`src/shared/ram_ctl_defines.svh`:
```
// Purpose: Constants for the autosizing RAM controller
// Assumes: 32-bit address space, RAM packed at its top in 4 Mbyte blocks
// Notes:   Clock rates are given in kHz and turned into core cycle counts here
`ifndef RAM_CTL_DEFINES_SVH
`define RAM_CTL_DEFINES_SVH

`define CORE_CLK_KHZ   125000
`define XTAL_KHZ       33330
`define RAM_CLK_KHZ    (`XTAL_KHZ / 2)
// Round up so a RAM step never runs faster than the RAM clock allows
`define RAM_DIV        ((`CORE_CLK_KHZ + `RAM_CLK_KHZ - 1) / `RAM_CLK_KHZ)
`define DIV_W          4
`define ADDR_W         32
`define DATA_W         32
`define BYTES          4
`define BLOCK_LSB      22
`define BLOCK_MSB      31
`define BLOCK_IDX_W    10
`define WORD_ADDR_W    20
`define MAX_BLOCKS     4
`define HALF_W         16
`define HALF_SEL_BIT   1
`define BE_UPPER       4'hC
`define BE_LOWER       4'h3
`define BE_ALL         4'hF
`define ODD_PARITY     1'b1

`endif

```
`src/shared/ram_ctl_pkg.sv`:
```
// Purpose: Types shared by the RAM controller modules
// Assumes: ram_ctl_defines.svh supplies every width but those of the state and board fields
// Notes:   No constants live here, only types
`include "ram_ctl_defines.svh"

package ram_ctl_pkg;

    typedef enum logic [2:0]
    {
        ST_IDLE,
        ST_SELECT,
        ST_WRITE,
        ST_LATCH,
        ST_READ,
        ST_CHECK
    } ctl_state_type;

    typedef struct packed
    {
        ctl_state_type                 st;
        logic [`DIV_W-1:0]             div;
        logic                          tick;
        logic                          wr;
        logic                          half16;
        logic [`ADDR_W-1:0]            addr;
        logic [`BYTES-1:0]             be;
        logic [`DATA_W-1:0]            wdata;
        logic [`WORD_ADDR_W-1:0]       word_addr;
        logic [1:0]                    board;
        logic [`MAX_BLOCKS-1:0]        block;
        logic                          ram_en;
        logic [`DATA_W-1:0]            rbuf;
        logic [`BYTES-1:0]             rpar;
        logic [`DATA_W-1:0]            rdata;
        logic                          ack;
        logic                          miss;
        logic                          perr;
        logic                          flag;
    } ctl_reg_type;

endpackage

```
`src/shared/ram_sel_if.sv`:
```
// Purpose: Carries an address and board sizes to the decoder and back
// Assumes: Decoder is purely combinational
// Notes:   One modport per side
`timescale 1ns/1ns
`default_nettype none
`include "ram_ctl_defines.svh"

interface ram_sel_if;
    logic [`ADDR_W-1:0]      addr;
    logic                    main_8m;
    logic                    addon_present;
    logic                    addon_8m;
    logic                    hit;
    logic [1:0]              board_sel;
    logic [`MAX_BLOCKS-1:0]  block_sel;

    modport decoder (input addr, main_8m, addon_present, addon_8m,
                     output hit, board_sel, block_sel);
    modport ctrl    (output addr, main_8m, addon_present, addon_8m,
                     input hit, board_sel, block_sel);
endinterface

`default_nettype wire

```
`src/rtl/ram_autosize_decode.sv`:
```
// Purpose: Autosizing board and block select decode
// Assumes: Board sizes are static while accesses run
// Notes:   Block 0 of each board is its highest 4 Mbyte block
`timescale 1ns/1ns
`default_nettype none
`include "ram_ctl_defines.svh"

module ram_autosize_decode
(
    ram_sel_if.decoder bus
);
    logic [`BLOCK_IDX_W-1:0] from_top;
    logic [`BLOCK_IDX_W-1:0] main_blocks;
    logic [`BLOCK_IDX_W-1:0] addon_blocks;
    logic [`BLOCK_IDX_W-1:0] addon_idx;

    // Counting blocks down from the top puts main RAM at the top word
    assign from_top     = ~bus.addr[`BLOCK_MSB:`BLOCK_LSB];
    assign main_blocks  = bus.main_8m ? `BLOCK_IDX_W'(2)
                                      : `BLOCK_IDX_W'(1);
    // Add-on size counts only when the board is fitted
    assign addon_blocks = !bus.addon_present ? `BLOCK_IDX_W'(0)
                        : bus.addon_8m ? `BLOCK_IDX_W'(2)
                                       : `BLOCK_IDX_W'(1);
    assign addon_idx    = from_top - main_blocks;

    always_comb
    begin
        bus.hit       = 1'b0;
        bus.board_sel = 2'h0;
        bus.block_sel = `MAX_BLOCKS'(0);
        if (from_top < main_blocks)
        begin
            bus.hit          = 1'b1;
            bus.board_sel[0] = 1'b1;
            bus.block_sel[from_top[0]] = 1'b1;
        end
        else if (addon_idx < addon_blocks)
        begin
            bus.hit          = 1'b1;
            bus.board_sel[1] = 1'b1;
            bus.block_sel[2 + addon_idx[0]] = 1'b1;
        end
        // Anything lower selects nothing and no RAM answers
    end
endmodule

`default_nettype wire

```
`src/rtl/ram_controller.sv`:
```
// Purpose: RAM controller with autosizing, parity and 16-bit folding
// Assumes: RAM data and parity are valid two RAM steps after enable
// Notes:   RAM steps run on an enable pulse near the 16.67 MHz rate
`timescale 1ns/1ns
`default_nettype none
`include "ram_ctl_defines.svh"

module ram_controller
#(
    parameter int DIV_COUNT = `RAM_DIV
)
(
    input  wire logic                      core_clk_in,
    input  wire logic                      rst_n_in,
    input  wire logic                      main_8m_in,
    input  wire logic                      addon_present_in,
    input  wire logic                      addon_8m_in,
    input  wire logic                      req_in,
    input  wire logic                      write_in,
    input  wire logic                      half16_in,
    input  wire logic [`ADDR_W-1:0]        addr_in,
    input  wire logic [`BYTES-1:0]         be_in,
    input  wire logic [`DATA_W-1:0]        wdata_in,
    output logic                           busy_out,
    output logic                           ack_out,
    output logic                           miss_out,
    output logic                           parity_err_out,
    output logic [`DATA_W-1:0]             rdata_out,
    input  wire logic                      parity_en_in,
    input  wire logic                      parity_flag_clr_in,
    output logic                           parity_flag_out,
    output logic [1:0]                     ram_board_sel_out,
    output logic [`MAX_BLOCKS-1:0]         ram_block_sel_out,
    output logic [`WORD_ADDR_W-1:0]        ram_word_addr_out,
    output logic                           ram_we_out,
    output logic [`BYTES-1:0]              ram_be_out,
    output logic [`DATA_W-1:0]             ram_wdata_out,
    output logic [`BYTES-1:0]              ram_wpar_out,
    input  wire logic [`DATA_W-1:0]        ram_rdata_in,
    input  wire logic [`BYTES-1:0]         ram_rpar_in
);
    // Refused at elaboration: below 2, or above what the divider counter can hold
    if (DIV_COUNT < 2 || DIV_COUNT > (1 << `DIV_W))
    begin : g_div_bad
        $error("DIV_COUNT out of range for the divider");
    end

    localparam logic [`DIV_W-1:0] DIV_LAST = `DIV_W'(DIV_COUNT - 1);

    ram_ctl_pkg::ctl_reg_type q;
    ram_ctl_pkg::ctl_reg_type d;
    ram_sel_if                sel ();

    logic [`BYTES-1:0]  wpar;
    logic [`BYTES-1:0]  rpar_calc;
    logic [`BYTES-1:0]  par_bad;

    ram_autosize_decode u_decode
    (
        .bus (sel.decoder)
    );

    assign sel.addr          = q.addr;
    assign sel.main_8m       = main_8m_in;
    assign sel.addon_present = addon_present_in;
    assign sel.addon_8m      = addon_8m_in;

    // Per-byte parity for the stored word and for the word read back
    genvar i;
    generate
        for (i = 0; i < `BYTES; i++)
        begin : g_par
            assign wpar[i]      = ^q.wdata[8*i +: 8] ^ `ODD_PARITY;
            assign rpar_calc[i] = ^q.rbuf[8*i +: 8] ^ `ODD_PARITY;
            assign par_bad[i]   = q.be[i] & (rpar_calc[i] ^ q.rpar[i]);
        end
    endgenerate

    always_comb
    begin
        d      = q;
        d.ack  = 1'b0;
        d.miss = 1'b0;
        d.perr = 1'b0;
        d.tick = 1'b0;

        // RAM step enable, divided down from the core clock
        if (q.div == DIV_LAST)
        begin
            d.div  = `DIV_W'(0);
            d.tick = 1'b1;
        end
        else
        begin
            d.div = q.div + `DIV_W'(1);
        end

        case (q.st)
            ram_ctl_pkg::ST_IDLE:
            begin
                if (req_in)
                begin
                    d.st     = ram_ctl_pkg::ST_SELECT;
                    d.wr     = write_in;
                    d.half16 = half16_in;
                    d.addr   = addr_in;
                    if (half16_in)
                    begin
                        d.wdata = {wdata_in[`HALF_W-1:0],
                                   wdata_in[`HALF_W-1:0]};
                        d.be    = addr_in[`HALF_SEL_BIT] ? `BE_LOWER
                                                         : `BE_UPPER;
                    end
                    else
                    begin
                        d.wdata = wdata_in;
                        d.be    = be_in;
                    end
                end
            end
            ram_ctl_pkg::ST_SELECT:
            begin
                if (q.tick)
                begin
                    if (sel.hit)
                    begin
                        d.board  = sel.board_sel;
                        d.block  = sel.block_sel;
                        d.ram_en = 1'b1;
                        d.st     = q.wr ? ram_ctl_pkg::ST_WRITE
                                        : ram_ctl_pkg::ST_LATCH;
                        if (q.wr)
                            d.word_addr = q.addr[`BLOCK_LSB-1:2];
                    end
                    else
                    begin
                        // Nothing is selected; the master is still answered
                        d.ack  = 1'b1;
                        d.miss = 1'b1;
                        d.st   = ram_ctl_pkg::ST_IDLE;
                    end
                end
            end
            ram_ctl_pkg::ST_WRITE:
            begin
                if (q.tick)
                begin
                    d.ram_en = 1'b0;
                    d.ack    = 1'b1;
                    d.st     = ram_ctl_pkg::ST_IDLE;
                end
            end
            ram_ctl_pkg::ST_LATCH:
            begin
                d.word_addr = q.addr[`BLOCK_LSB-1:2];
                if (q.tick)
                    d.st = ram_ctl_pkg::ST_READ;
            end
            ram_ctl_pkg::ST_READ:
            begin
                if (q.tick)
                begin
                    d.rbuf   = ram_rdata_in;
                    d.rpar   = ram_rpar_in;
                    d.ram_en = 1'b0;
                    d.st     = ram_ctl_pkg::ST_CHECK;
                end
            end
            ram_ctl_pkg::ST_CHECK:
            begin
                d.ack = 1'b1;
                d.st  = ram_ctl_pkg::ST_IDLE;
                if (parity_en_in && (|par_bad))
                begin
                    d.perr = 1'b1;
                end
                else if (q.half16)
                begin
                    d.rdata = {`HALF_W'(0),
                               q.addr[`HALF_SEL_BIT]
                                   ? q.rbuf[`HALF_W-1:0]
                                   : q.rbuf[`DATA_W-1:`HALF_W]};
                end
                else
                begin
                    d.rdata = q.rbuf;
                end
            end
            default:
            begin
                d.st     = ram_ctl_pkg::ST_IDLE;
                d.ram_en = 1'b0;
            end
        endcase

        // A parity error arriving with a clear still sets the flag
        if (parity_flag_clr_in)
            d.flag = 1'b0;
        if (d.perr)
            d.flag = 1'b1;
    end

    always_ff @(posedge core_clk_in or negedge rst_n_in)
    begin
        if (!rst_n_in)
            q <= '0;
        else
            q <= d;
    end

    assign busy_out          = (q.st != ram_ctl_pkg::ST_IDLE);
    assign ack_out           = q.ack;
    assign miss_out          = q.miss;
    assign parity_err_out    = q.perr;
    assign rdata_out         = q.rdata;
    assign parity_flag_out   = q.flag;
    assign ram_board_sel_out = q.ram_en ? q.board : 2'h0;
    assign ram_block_sel_out = q.ram_en ? q.block
                                        : `MAX_BLOCKS'(0);
    assign ram_word_addr_out = q.word_addr;
    // Write strobe only in the write step, so reads never store
    assign ram_we_out        = q.ram_en &&
                               (q.st == ram_ctl_pkg::ST_WRITE);
    assign ram_be_out        = q.ram_en ? q.be : `BYTES'(0);
    assign ram_wdata_out     = q.wdata;
    assign ram_wpar_out      = wpar;

endmodule

`default_nettype wire

```
`config.mk`:
```
export PLATFORM = sky130hd
export DESIGN_NAME = ram_controller
export DESIGN_NICKNAME = d
export VERILOG_FILES = /design/src/shared/ram_ctl_pkg.sv /design/src/shared/ram_sel_if.sv /design/src/rtl/ram_autosize_decode.sv /design/src/rtl/ram_controller.sv
export VERILOG_INCLUDE_DIRS = /design/src /design/src/shared
export SDC_FILE = /design/constraint.sdc
export NUM_CORES = 1
export LEC_CHECK = 0
export BUFFER_PORTS_ARGS = -buffer_cell sky130_fd_sc_hd__buf_2
export CAP_MARGIN = 10
export CORE_MARGIN = 10
export CORE_UTILIZATION = 30
export CTS_BUF_LIST = sky130_fd_sc_hd__clkbuf_8
export CTS_CLUSTER_DIAMETER = 150
export DETAILED_ROUTE_END_ITERATION = 6
export PLACE_DENSITY_LB_ADDON = 0.08
export SLEW_MARGIN = 40
export SYNTH_ARGS = -nofsm -noshare
export SYNTH_HDL_FRONTEND = slang
export SYNTH_SLANG_ARGS = --single-unit
```
`constraint.sdc`:
```
create_clock -name core_clk_in -period 5.6 [get_ports core_clk_in]
set_input_delay 0.56 -clock core_clk_in [delete_from_list [all_inputs] [get_ports core_clk_in]]
set_output_delay 0.56 -clock core_clk_in [all_outputs]
set_load 0.005 [all_outputs]
```
Word-level counts from Yosys, hierarchy flattened

Cells that the tools add are included.

Word-level logic and storage cells: 131
Flip-flop bits (word level): 177
Output and inout bits: 104
Bits of input ports: 114

$lt $le $gt $ge: 6
Equality and inequality tests: 13
Reduce and logical (&&, ||, !) cells: 25
Bitwise operators: 19
Muxes and demuxes: 46
Add/subtract/negate cells: 3

Operators with widths:

| kind                | count |
|---|---|
| $reduce_xor 8->1    | 8 |
| $mux 27             | 2 |
| $pmux 20 s2         | 1 |
| $mux 37             | 1 |
| $mux 36             | 1 |
| $ge 32x1->1 const B | 1 |
| $lt 32x3->1 const B | 1 |
| $mux 32             | 1 |
| $mux 4              | 6 |
| $lt 10x10->1        | 2 |
| $mux 20             | 1 |
| $mux 16             | 1 |
| $mux 1              | 15 |
| $mux 3              | 5 |
| $pmux 3 s5          | 1 |
| $ne 2x2->1 const B  | 7 |
| $mux 2              | 6 |
| $mux 10             | 1 |
| $not 1->1           | 10 |
| $not 10->10         | 1 |
| $reduce_and 5->1    | 2 |
| $sub 10x10->10      | 1 |
| $eq 3x2->1 const B  | 2 |
| $eq 3x3->1 const B  | 2 |
| 21 further kinds    | 33 |

Depth between registers and ports, before layout

Gate-level depths: netlist of the first run.

Depth after elaboration: 12
Depth in mapped cells: 12
Mapped depth without buffers: 11

Hierarchy

A second synthesis of the first run with hierarchy kept.

Cell total of the unflattened synthesis: 727
Area total of the unflattened synthesis: 8740.9 um^2

By module, submodules not included:

| module              | times used | seq. area each (um^2) | cells each | area an instance (um^2) |
|---|---|---|---|---|
| ram_controller      | 1          | 4429.2                | 692        | 8496.9 |
| ram_autosize_decode | 1          | 0.0                   | 35         | 244.0 |

Worst setup path after synthesis of the first run

Ideal clock, no wire load.

Kind: input -> register
Start: input main_8m_in
End: register q (netlist bit ram_word_addr_out[0])
Stages: 12
Setup time: 125 ps
Required time: 5475 ps
Buffers on the path: 1
Data arrival time: 2945 ps
Path slack: 2530 ps
Cells stage by stage: inv_1 -> ha_1 -> inv_1 -> fa_1 -> ha_1 -> inv_1 -> a31oi_1 -> a2111oi_2 -> o2111ai_1 -> a211o_1 -> buf_2 -> mux2_2

Cells in the longest elaborated chain, start to end: 7
Elaborated cells on any way between the ends: 8
Classes of those cells: add/sub: 1; order compare: 2; eq/ne: 1; mux: 3; reduce/logical: 1

RTL lines:

| what                                | RTL line                  | RTL |
|---|---|---|
| start, declared                     | ram_controller.sv:15      | `input wire logic main_8m_in,` |
| $mux 2 *                            | ram_autosize_decode.sv:19 | `` assign main_blocks = bus.main_8m ? `BLOCK_IDX_W'(2) `` |
| $sub 10x10->10                      | ram_autosize_decode.sv:25 | `assign addon_idx = from_top - main_blocks;` |
| $lt 10x10->1                        | ram_autosize_decode.sv:38 | `else if (addon_idx < addon_blocks)` |
| $mux 1                              | ram_autosize_decode.sv:38 |  |
| $mux 1 *                            | ram_autosize_decode.sv:32 | `if (from_top < main_blocks)` |
| $ne 2x2->1 (no source line) *       | -                         |  |
| $reduce_and 4->1 (no source line) * | -                         |  |
| end signal, assigned                | ram_controller.sv:206     | `q <= '0;` |
| end signal, assigned                | ram_controller.sv:208     | `q <= d;` |
| end, declared                       | ram_controller.sv:50      | `ram_ctl_pkg::ctl_reg_type q;` |

Mark *: on every way between the ends. The rest lies on a longest branch, timed or not.
A chain may end at the register's enable or synchronous reset.

Final worst setup path of the first run

Start: register q (netlist bit sel.addr[22])
End: register q (netlist bit ram_word_addr_out[0])

Cells in the longest elaborated chain, start to end: 7
Elaborated cells on any way between the ends: 8
Classes of those cells: add/sub: 1; order compare: 2; eq/ne: 1; mux: 2; bitwise: 1; reduce/logical: 1

RTL lines:

| what                                | RTL line                  | RTL |
|---|---|---|
| $not 10->10 *                       | ram_autosize_decode.sv:18 | `` assign from_top = ~bus.addr[`BLOCK_MSB:`BLOCK_LSB]; `` |
| $sub 10x10->10                      | ram_autosize_decode.sv:25 |  |
| $lt 10x10->1                        | ram_autosize_decode.sv:38 |  |
| $mux 1                              | ram_autosize_decode.sv:38 |  |
| $mux 1 *                            | ram_autosize_decode.sv:32 |  |
| $ne 2x2->1 (no source line) *       | -                         |  |
| $reduce_and 4->1 (no source line) * | -                         |  |

Marks and branches as above.

==> impl_metrics.csv, run 1 <==
group,metric,value,unit
run_status,outcome,"finished, final reports clean",
route,detail-route-antenna-nets,0,
critical_path,largest_stage_delay_on_the_critical_path,0.58,ns
critical_path,worstReg2RegEnd,"ram_word_addr_out[0]",
critical_path,startpoint_type,"flip-flop",
power_and_ir_drop,worst_ir_drop_vdd,0.000233,V
critical_path,cp.arrival,3.59,ns
route,detailed_route_vias_per_instance,4.48,
place,io_buffers,216,
route,detail_route.iter0.violations,242,
place,place_ws,1.99,ns
synthesis,post_synth_edffs,0,
synthesis,post_synth.cell_area_avg,12.7,um2
power_and_ir_drop,total_leakage_power,0.00468,uW
clocking,post_cts_resize_count,0,
power_and_ir_drop,powerDensity,387,nW/um2
floorplanning,floorplan.io_pins,218,
route,dr_total_vias,5345,
clocking,path_clk_slew,0.11,ns
synthesis,yosysTopAreaCellShare,51.2,%
grt,globalRouteOverflowTotal,0,
synthesis,yosys_warnings,0,
critical_path,worstRegToRegCells,10,
route,routed_wl,22.6,mm
critical_path,cp_num_cells,10,
critical_path,crit_required,5.95,ns
timing,rsz0062_at_grt,"no",
clocking,holdBufCountCts,0,
place,post-dp-hpwl,16.5,mm
critical_path,critical-path-top-delay-family,"compound AO/OA/AOI/OAI gates",
grt,antenna_found_initial,1,
timing,setup_viol,0,
clocking,clock_sink_count,176,
route,dr.pass1.iters,4,
final_layout,nets,922,
floorplanning,rows,61,
critical_path,path_max_fanout,20,
final_layout,post_route_cells_drive_above_1_share,48.4,%
final_layout,mostFrequentLayoutCell,"sky130_fd_sc_hd__buf_2",
timing,hold_viol_final,0,
grt,track_usage,12.7,%
floorplanning,floorplan.die.height,189,um
final_layout,most-common-layout-cells,"sky130_fd_sc_hd__buf_2 (215), sky130_fd_sc_hd__dfrtp_1 (176), sky130_fd_sc_hd__mux2_2 (123)",
synthesis,synth-seq-area-share,51.2,%
route,detail_route.drc_violations,0,
timing,clock_skew,0.0190,ns
synthesis,netlist_instances,675,
clocking,cts_max_path_buffers,2,
timing,setup_tns,0,ns
timing,final.period_utilization,57.8,%
critical_path,path_cells,"ha_1 -> inv_1 -> fa_1 -> ha_1 -> inv_1 -> a31oi_1 -> a2111oi_2 -> o2111ai_1 -> a211o_2 -> mux2_2",
timing,tightestPinTransition,0.788,ns
synthesis,flip_flop_and_latch_count_after_synthesis,176,
critical_path,crit_start,"sel.addr[22]",
grt,grt_start_max_net_pins,68,
floorplanning,chipWidth,189,um
timing,worst_slew_margin_rel,47.4,%
run,maxcap_violations,0,
place,place.gp.congestion,0.728,
grt,first_pass_grt_wire_length,35.9,mm
synthesis,synthesis.area,8600,um2
clocking,post-cts-setup-buffer-count,0,
final_layout,fillCellCount,2830,
timing,max_slew_vio_count,0,
critical_path,slowest_stage_cell_crit_path,"sky130_fd_sc_hd__a211o_2",
timing,final.min_clock_period,3.24,ns
synthesis,synthDominantAreaCellType,"sky130_fd_sc_hd__dfrtp_1",
timing,fmax_achieved,309,MHz
synthesis,synthesis.nets,794,
floorplanning,coreArea,28000,um2
synthesis,synth_flop_cell,"sky130_fd_sc_hd__dfrtp_1",
clocking,htreeDepth,4,
final_layout,antennaDiodeCount,0,
clocking,total_cts_buffers,17,
floorplanning,die-area,35800,um2
critical_path,critPathBufInv,2,
min_path,timing.hold.worst.class,"input port to asynchronous set/reset pin",
timing,post-route-worst-setup-slack,2.36,ns
clocking,cts_tree,"done",
synthesis,count_of_different_cell_masters_after_synthesis,44,
final_layout,syn_to_layout_area_delta,15.3,%
clocking,cts-root-buf,"sky130_fd_sc_hd__clkbuf_8",
critical_path,worst_r2r_startpoint,"sel.addr[22]",
grt,number_of_global_route_vias_before_repair,6109,
critical_path,crit_type,"flip-flop to flip-flop",
critical_path,cp-endpoint,"ram_word_addr_out[0]",
critical_path,worstSetupEndpointType,"flip-flop",
critical_path,reg2reg_setup_slack,2.36,ns
floorplanning,floorplan.initialDensity,30.7,%
route,route.detailed.wl_per_inst,18.9,um
synthesis,asyncSetResetFlopFracSynth,100,%
clocking,clock_latency_at_the_later_pin_of_the_worst_skew_pair,0.46,ns
synthesis,post_synth_main_area_contributors,"sky130_fd_sc_hd__dfrtp_1 (51%), sky130_fd_sc_hd__mux2_2 (16%), sky130_fd_sc_hd__buf_4 (7.3%), sky130_fd_sc_hd__xnor2_1 (3.7%), sky130_fd_sc_hd__mux2i_1 (2.6%)",
worst min path at each step:
stage,startpoint,to,slack (ns),depth (start not counted)
after floorplan,rst_n_in,ack_out,0.26,0
after global placement,q[170],q[170],0.45,1
after detailed placement,q[173],q[169],0.46,1
after CTS,rst_n_in,ram_word_addr_out[17],0.08,1
after global routing,rst_n_in,sel.addr[10],0.1,1
final,rst_n_in,q[42],0.11,1
layout make-up:
class / instances / area, um2 / area share (%)
repair buffers: 222 / 1140 / 11.5
flip-flops and latches: 176 / 4400 / 44.5
clock buffers: 17 / 234 / 2.36
multi-input cells: 373 / 3400 / 34.3
well taps: 378 / 473 / 4.77
clock inverters: 15 / 210 / 2.12
inverters: 13 / 48.8 / 0.492
per-layer routing:
layer  up-vias  wire [um]  track usage (%)
met1      2688       9920             15.6
met4         2        195             3.02
met5         -         13                0
met3        15       1230             3.91
met2       135      11200             21.5
li1       2505          -                -
through the flow:
step	instance area, um2	std cells	power [uW]	util (%)	hold slack (ns)
2_1_floorplan	8600	675	2590	-	0.264
3_3_place_gp	9460	1162	2910	33.8	0.447
3_5_place_dp	9460	1162	2940	33.8	0.456
4_1_cts	9900	1194	3940	35.4	0.0766
5_1_grt	9910	1194	4110	35.4	0.0970
6_report	9910	1194	3830	35.4	0.106
cells in the mapped netlist (2+ instances only):
master,number
sky130_fd_sc_hd__nand2_1,17
sky130_fd_sc_hd__xor2_1,5
sky130_fd_sc_hd__buf_2,3
sky130_fd_sc_hd__xnor3_1,8
sky130_fd_sc_hd__a21oi_1,25
sky130_fd_sc_hd__nor3_1,2
sky130_fd_sc_hd__a21o_1,3
sky130_fd_sc_hd__nor2_1,29
sky130_fd_sc_hd__nand2b_1,9
sky130_fd_sc_hd__o31ai_1,2
sky130_fd_sc_hd__mux2i_1,22
sky130_fd_sc_hd__a22o_1,17
sky130_fd_sc_hd__dfrtp_1,176
sky130_fd_sc_hd__mux2_4,10
sky130_fd_sc_hd__o2111ai_1,2
sky130_fd_sc_hd__mux2_1,4
sky130_fd_sc_hd__nand3_1,2
sky130_fd_sc_hd__and2_1,12
sky130_fd_sc_hd__or3_1,2
sky130_fd_sc_hd__clkbuf_1,23
sky130_fd_sc_hd__o21ai_0,5
sky130_fd_sc_hd__xnor2_1,36
sky130_fd_sc_hd__mux2_2,123
sky130_fd_sc_hd__buf_4,84
sky130_fd_sc_hd__buf_6,2
sky130_fd_sc_hd__o22ai_1,2
sky130_fd_sc_hd__ha_1,4
sky130_fd_sc_hd__inv_1,13
sky130_fd_sc_hd__nor3b_1,18
sequential cells by signal, indices dropped and copies added, names as in the netlist:
signal	cells
rdata_out	32
ram_word_addr_out	20
parity_flag_out	1
parity_err_out	1
ack_out	1
miss_out	1
q	57
sel.addr	31
ram_wdata_out	32
logic make-up (layout without fill, tap and decap cells):
kind of cell | count (synthesis) | in the layout | share of synthesized area [%]
muxes | 159 | 159 | 20.9
DFF | 176 | 176 | 51.2
xor gates and xnor gates | 49 | 49 | 6.27
AOI/OAI and AO/OA | 64 | 64 | 5.33
adders and majority gates | 5 | 5 | 0.815
buffers and inverters | 126 | 267 | 9.39
and+or+nand+nor | 96 | 96 | 6.01
power by group:
group	switching, uW	internal (uW)
Combinational	507	619
Clock	576	392
Sequential	216	1520
Total	1300	2530
(Power assumes the default switching activity.)
==> run 2: changes to the inputs <==
==> constraint.sdc (replaced) <==
create_clock -name core_clk_in -period 2.8 [get_ports core_clk_in]
set_input_delay 0.28 -clock core_clk_in [delete_from_list [all_inputs] [get_ports core_clk_in]]
set_output_delay 0.28 -clock core_clk_in [all_outputs]
set_load 0.005 [all_outputs]
==> run 2 against run 1 <==
  * Sequential power increased by 100%
  * Hold slack got worse by 0.066 ns
  * Global-route usage decreased by 0.20 points
  * Final cell count increased by 2.9%
  * Sequential share of layout area decreased by 1.6 points
  * Via count increased by 1.6%
  * Power increased by 100%
  * Non-clock buffer count increased by 31
  * Critical path type unchanged
  * Largest cell class unchanged
==> impl_metrics.csv, run 2 (same netlist as run 1, synthesis figures left out) <==
group,metric,value,unit
power_and_ir_drop,power.share.combinational,30.7,%
min_path,whs_endpoint,"q[43]",
final_layout,nets,953,
route,route.detailed.wl_per_inst,18.4,um
timing,final.min_clock_period,2.74,ns
timing,tightestPinTransition,0.766,ns
power_and_ir_drop,cell_internal_pwr,5140,uW
final_layout,largest-register,"q",
place,place_ws,-0.272,ns
min_path,timing.hold.worst.class,"input port to flip-flop",
timing,final.period_utilization,97.9,%
final_layout,most-common-layout-cells,"sky130_fd_sc_hd__buf_2 (215), sky130_fd_sc_hd__dfrtp_1 (176), sky130_fd_sc_hd__mux2_2 (123)",
power_and_ir_drop,powerDensity,753,nW/um2
power_and_ir_drop,fin_total_pwr,7740,uW
critical_path,crit_required,3.15,ns
final_layout,post_route_cells_drive_above_1_share,49.2,%
timing,post-route-worst-setup-slack,0.0597,ns
timing,worst_slew_margin_rel,48.9,%
power_and_ir_drop,total_leakage_power,0.00484,uW
place,post-dp-hpwl,16.7,mm
final_layout,largest_register_ffs,57,
floorplanning,floorplan.initialDensity,30.7,%
critical_path,crit_type,"flip-flop to flip-flop",
run,maxcap_violations,0,
timing,rsz0062_at_grt,"yes",
critical_path,worst_r2r_startpoint,"sel.addr[22]",
route,detail-route-antenna-nets,0,
final_layout,layout.core_utilization,36.7,%
floorplanning,coreArea,28000,um2
grt,first_pass_grt_wire_length,35.5,mm
final_layout,mostFrequentLayoutCell,"sky130_fd_sc_hd__buf_2",
power_and_ir_drop,clockPowerShare,24.4,%
timing,fmax_achieved,365,MHz
timing,clock_skew,0.0260,ns
timing,max_slew_vio_count,0,
route,detail_route.iter0.violations,237,
critical_path,critical-path-top-delay-family,"compound AO/OA/AOI/OAI gates",
power_and_ir_drop,worst_ir_drop_vdd,0.000445,V
place,place.gp.congestion,0.732,
critical_path,largest_stage_delay_on_the_critical_path,0.43,ns
clocking,cts_tree,"done",
grt,antenna_found_initial,4,
power_and_ir_drop,power.switching_fraction,33.6,%
power_and_ir_drop,power_frac_seq,45.0,%
floorplanning,rows,61,
route,detailed_route_vias_per_instance,4.42,
critical_path,path_max_fanout,10,
critical_path,critPathBufInv,2,
critical_path,path_cells,"ha_2 -> inv_2 -> fa_2 -> or3_4 -> a2111oi_4 -> o2111ai_2 -> a211o_1 -> buf_6 -> mux2_2",
floorplanning,floorplan.die.height,189,um
route,routed_wl,22.6,mm
critical_path,worstSetupEndpointType,"flip-flop",
critical_path,cp.arrival,3.09,ns
critical_path,reg2reg_setup_slack,0.06,ns
grt,number_of_global_route_vias_before_repair,6093,
critical_path,startpoint_type,"flip-flop",
grt,track_usage,12.5,%
clocking,htreeDepth,4,
place,io_buffers,216,
clocking,cts-root-buf,"sky130_fd_sc_hd__clkbuf_8",
floorplanning,floorplan.io_pins,218,
power_and_ir_drop,p_switching,2600,uW
clocking,clock_sink_count,176,
critical_path,worstRegToRegCells,9,
timing,hold_slack,0.0396,ns
run_status,outcome,"finished, final reports clean",
final_layout,syn_to_layout_area_delta,19.5,%
clocking,total_cts_buffers,17,
timing,hold_viol_final,0,
floorplanning,chipWidth,189,um
grt,grt_start_max_net_pins,82,
timing,setup_tns,0,ns
critical_path,worstReg2RegEnd,"ram_word_addr_out[18]",
grt,globalRouteOverflowTotal,0,
route,detail_route.drc_violations,0,
route,dr_total_vias,5432,
clocking,cts_max_path_buffers,2,
critical_path,slowest_stage_cell_crit_path,"sky130_fd_sc_hd__a2111oi_4",
timing,setup_viol,0,
floorplanning,die-area,35800,um2
min_path,min-delay-start,"ram_rdata_in[3]",
route,dr.pass1.iters,4,
clocking,path_clk_slew,0.12,ns
min_path,worst_hold_path.num_cells,2,
clocking,clock_latency_at_the_later_pin_of_the_worst_skew_pair,0.47,ns
[run 2: changes by cell type in the layout (fill, tap and decap cells not counted), moves of 2 or more]
| cell | change |
|---|---|
| sky130_fd_sc_hd__buf_12 | +4 |
| sky130_fd_sc_hd__buf_4 | +11 |
| sky130_fd_sc_hd__diode_2 | +4 |
| sky130_fd_sc_hd__dlygate4sd3_1 | +15 |
| sky130_fd_sc_hd__ha_1 | -2 |
| sky130_fd_sc_hd__inv_1 | -2 |
| sky130_fd_sc_hd__inv_2 | +2 |
[run 2: worst reg2reg max path, delay by kind of cell, from the launching register on]
kind	cells	cell delay, ns
AO/OA/AOI/OAI	3	0.93
AND/OR/NAND/NOR	1	0.35
multiplexers	1	0.27
adder cells (fa/ha/maj)	2	0.52
buffers and inverters	2	0.21
flip-flops	1	0.36
[run 2: worst max-delay path by stage]
stage / cells after the start / from / slack (ns) / end
final: 9 / sel.addr[22] / 0.06 / ram_word_addr_out[18]
after global routing: 9 / sel.addr[22] / -0.1 / ram_word_addr_out[19]
after CTS: 11 / sel.addr[22] / -0.10 / ram_word_addr_out[1]
after detailed placement: 13 / main_8m_in / -0.27 / ram_word_addr_out[6]
after global placement: 13 / main_8m_in / -0.21 / ram_word_addr_out[15]
after floorplan: 11 / sel.addr[22] / 0.002 / ram_word_addr_out[0]
[run 2: power groups by stage]
| stage | registers, uW | logic (uW) | clock network (uW) |
|---|---|---|---|
| after floorplan | 3380 | 1810 | 0 |
| after global placement | 3520 | 2350 | 0 |
| after detailed placement | 3540 | 2370 | 0 |
| after CTS | 3490 | 2410 | 1990 |
| after global routing | 3570 | 2610 | 2090 |
| final | 3480 | 2370 | 1890 |
[run 2: cell type report]
class	count	area (um2)
Sequential cell	176	4400
Tap cell	378	473
Fill cell	2838	17700
Inverter	13	48.8
Antenna cell	4	10.0
Clock buffer	17	234
Multi-Input combinational cell	373	3440
Timing Repair Buffer	253	1460
Clock inverter	15	199
[run 2: metal layers]
| metal | GRT usage (%) | part of all wire, % |
|---|---|---|
| met3 | 4.52 | 6.7 |
| met1 | 14.9 | 43 |
| met5 | 0 | 0 |
| met2 | 21.1 | 50 |
| met4 | 3.17 | 0.80 |
[run 2: through the flow]
step / instances / area (um2)
after detailed placement: 1175 / 9610
after global placement: 1175 / 9610
after CTS: 1221 / 10200
after floorplan: 675 / 8610
after global routing: 1227 / 10300
final: 1229 / 10300
[run 2: repair_timing]
item | CTS | global route
setup endpoints to repair | 27 | 24
gates resized for setup | 4 | 7
hold buffers | 12 | 3
pin swaps | 3 | 2
hold endpoints to repair | 89 | 3
setup buffers | 2 | 1
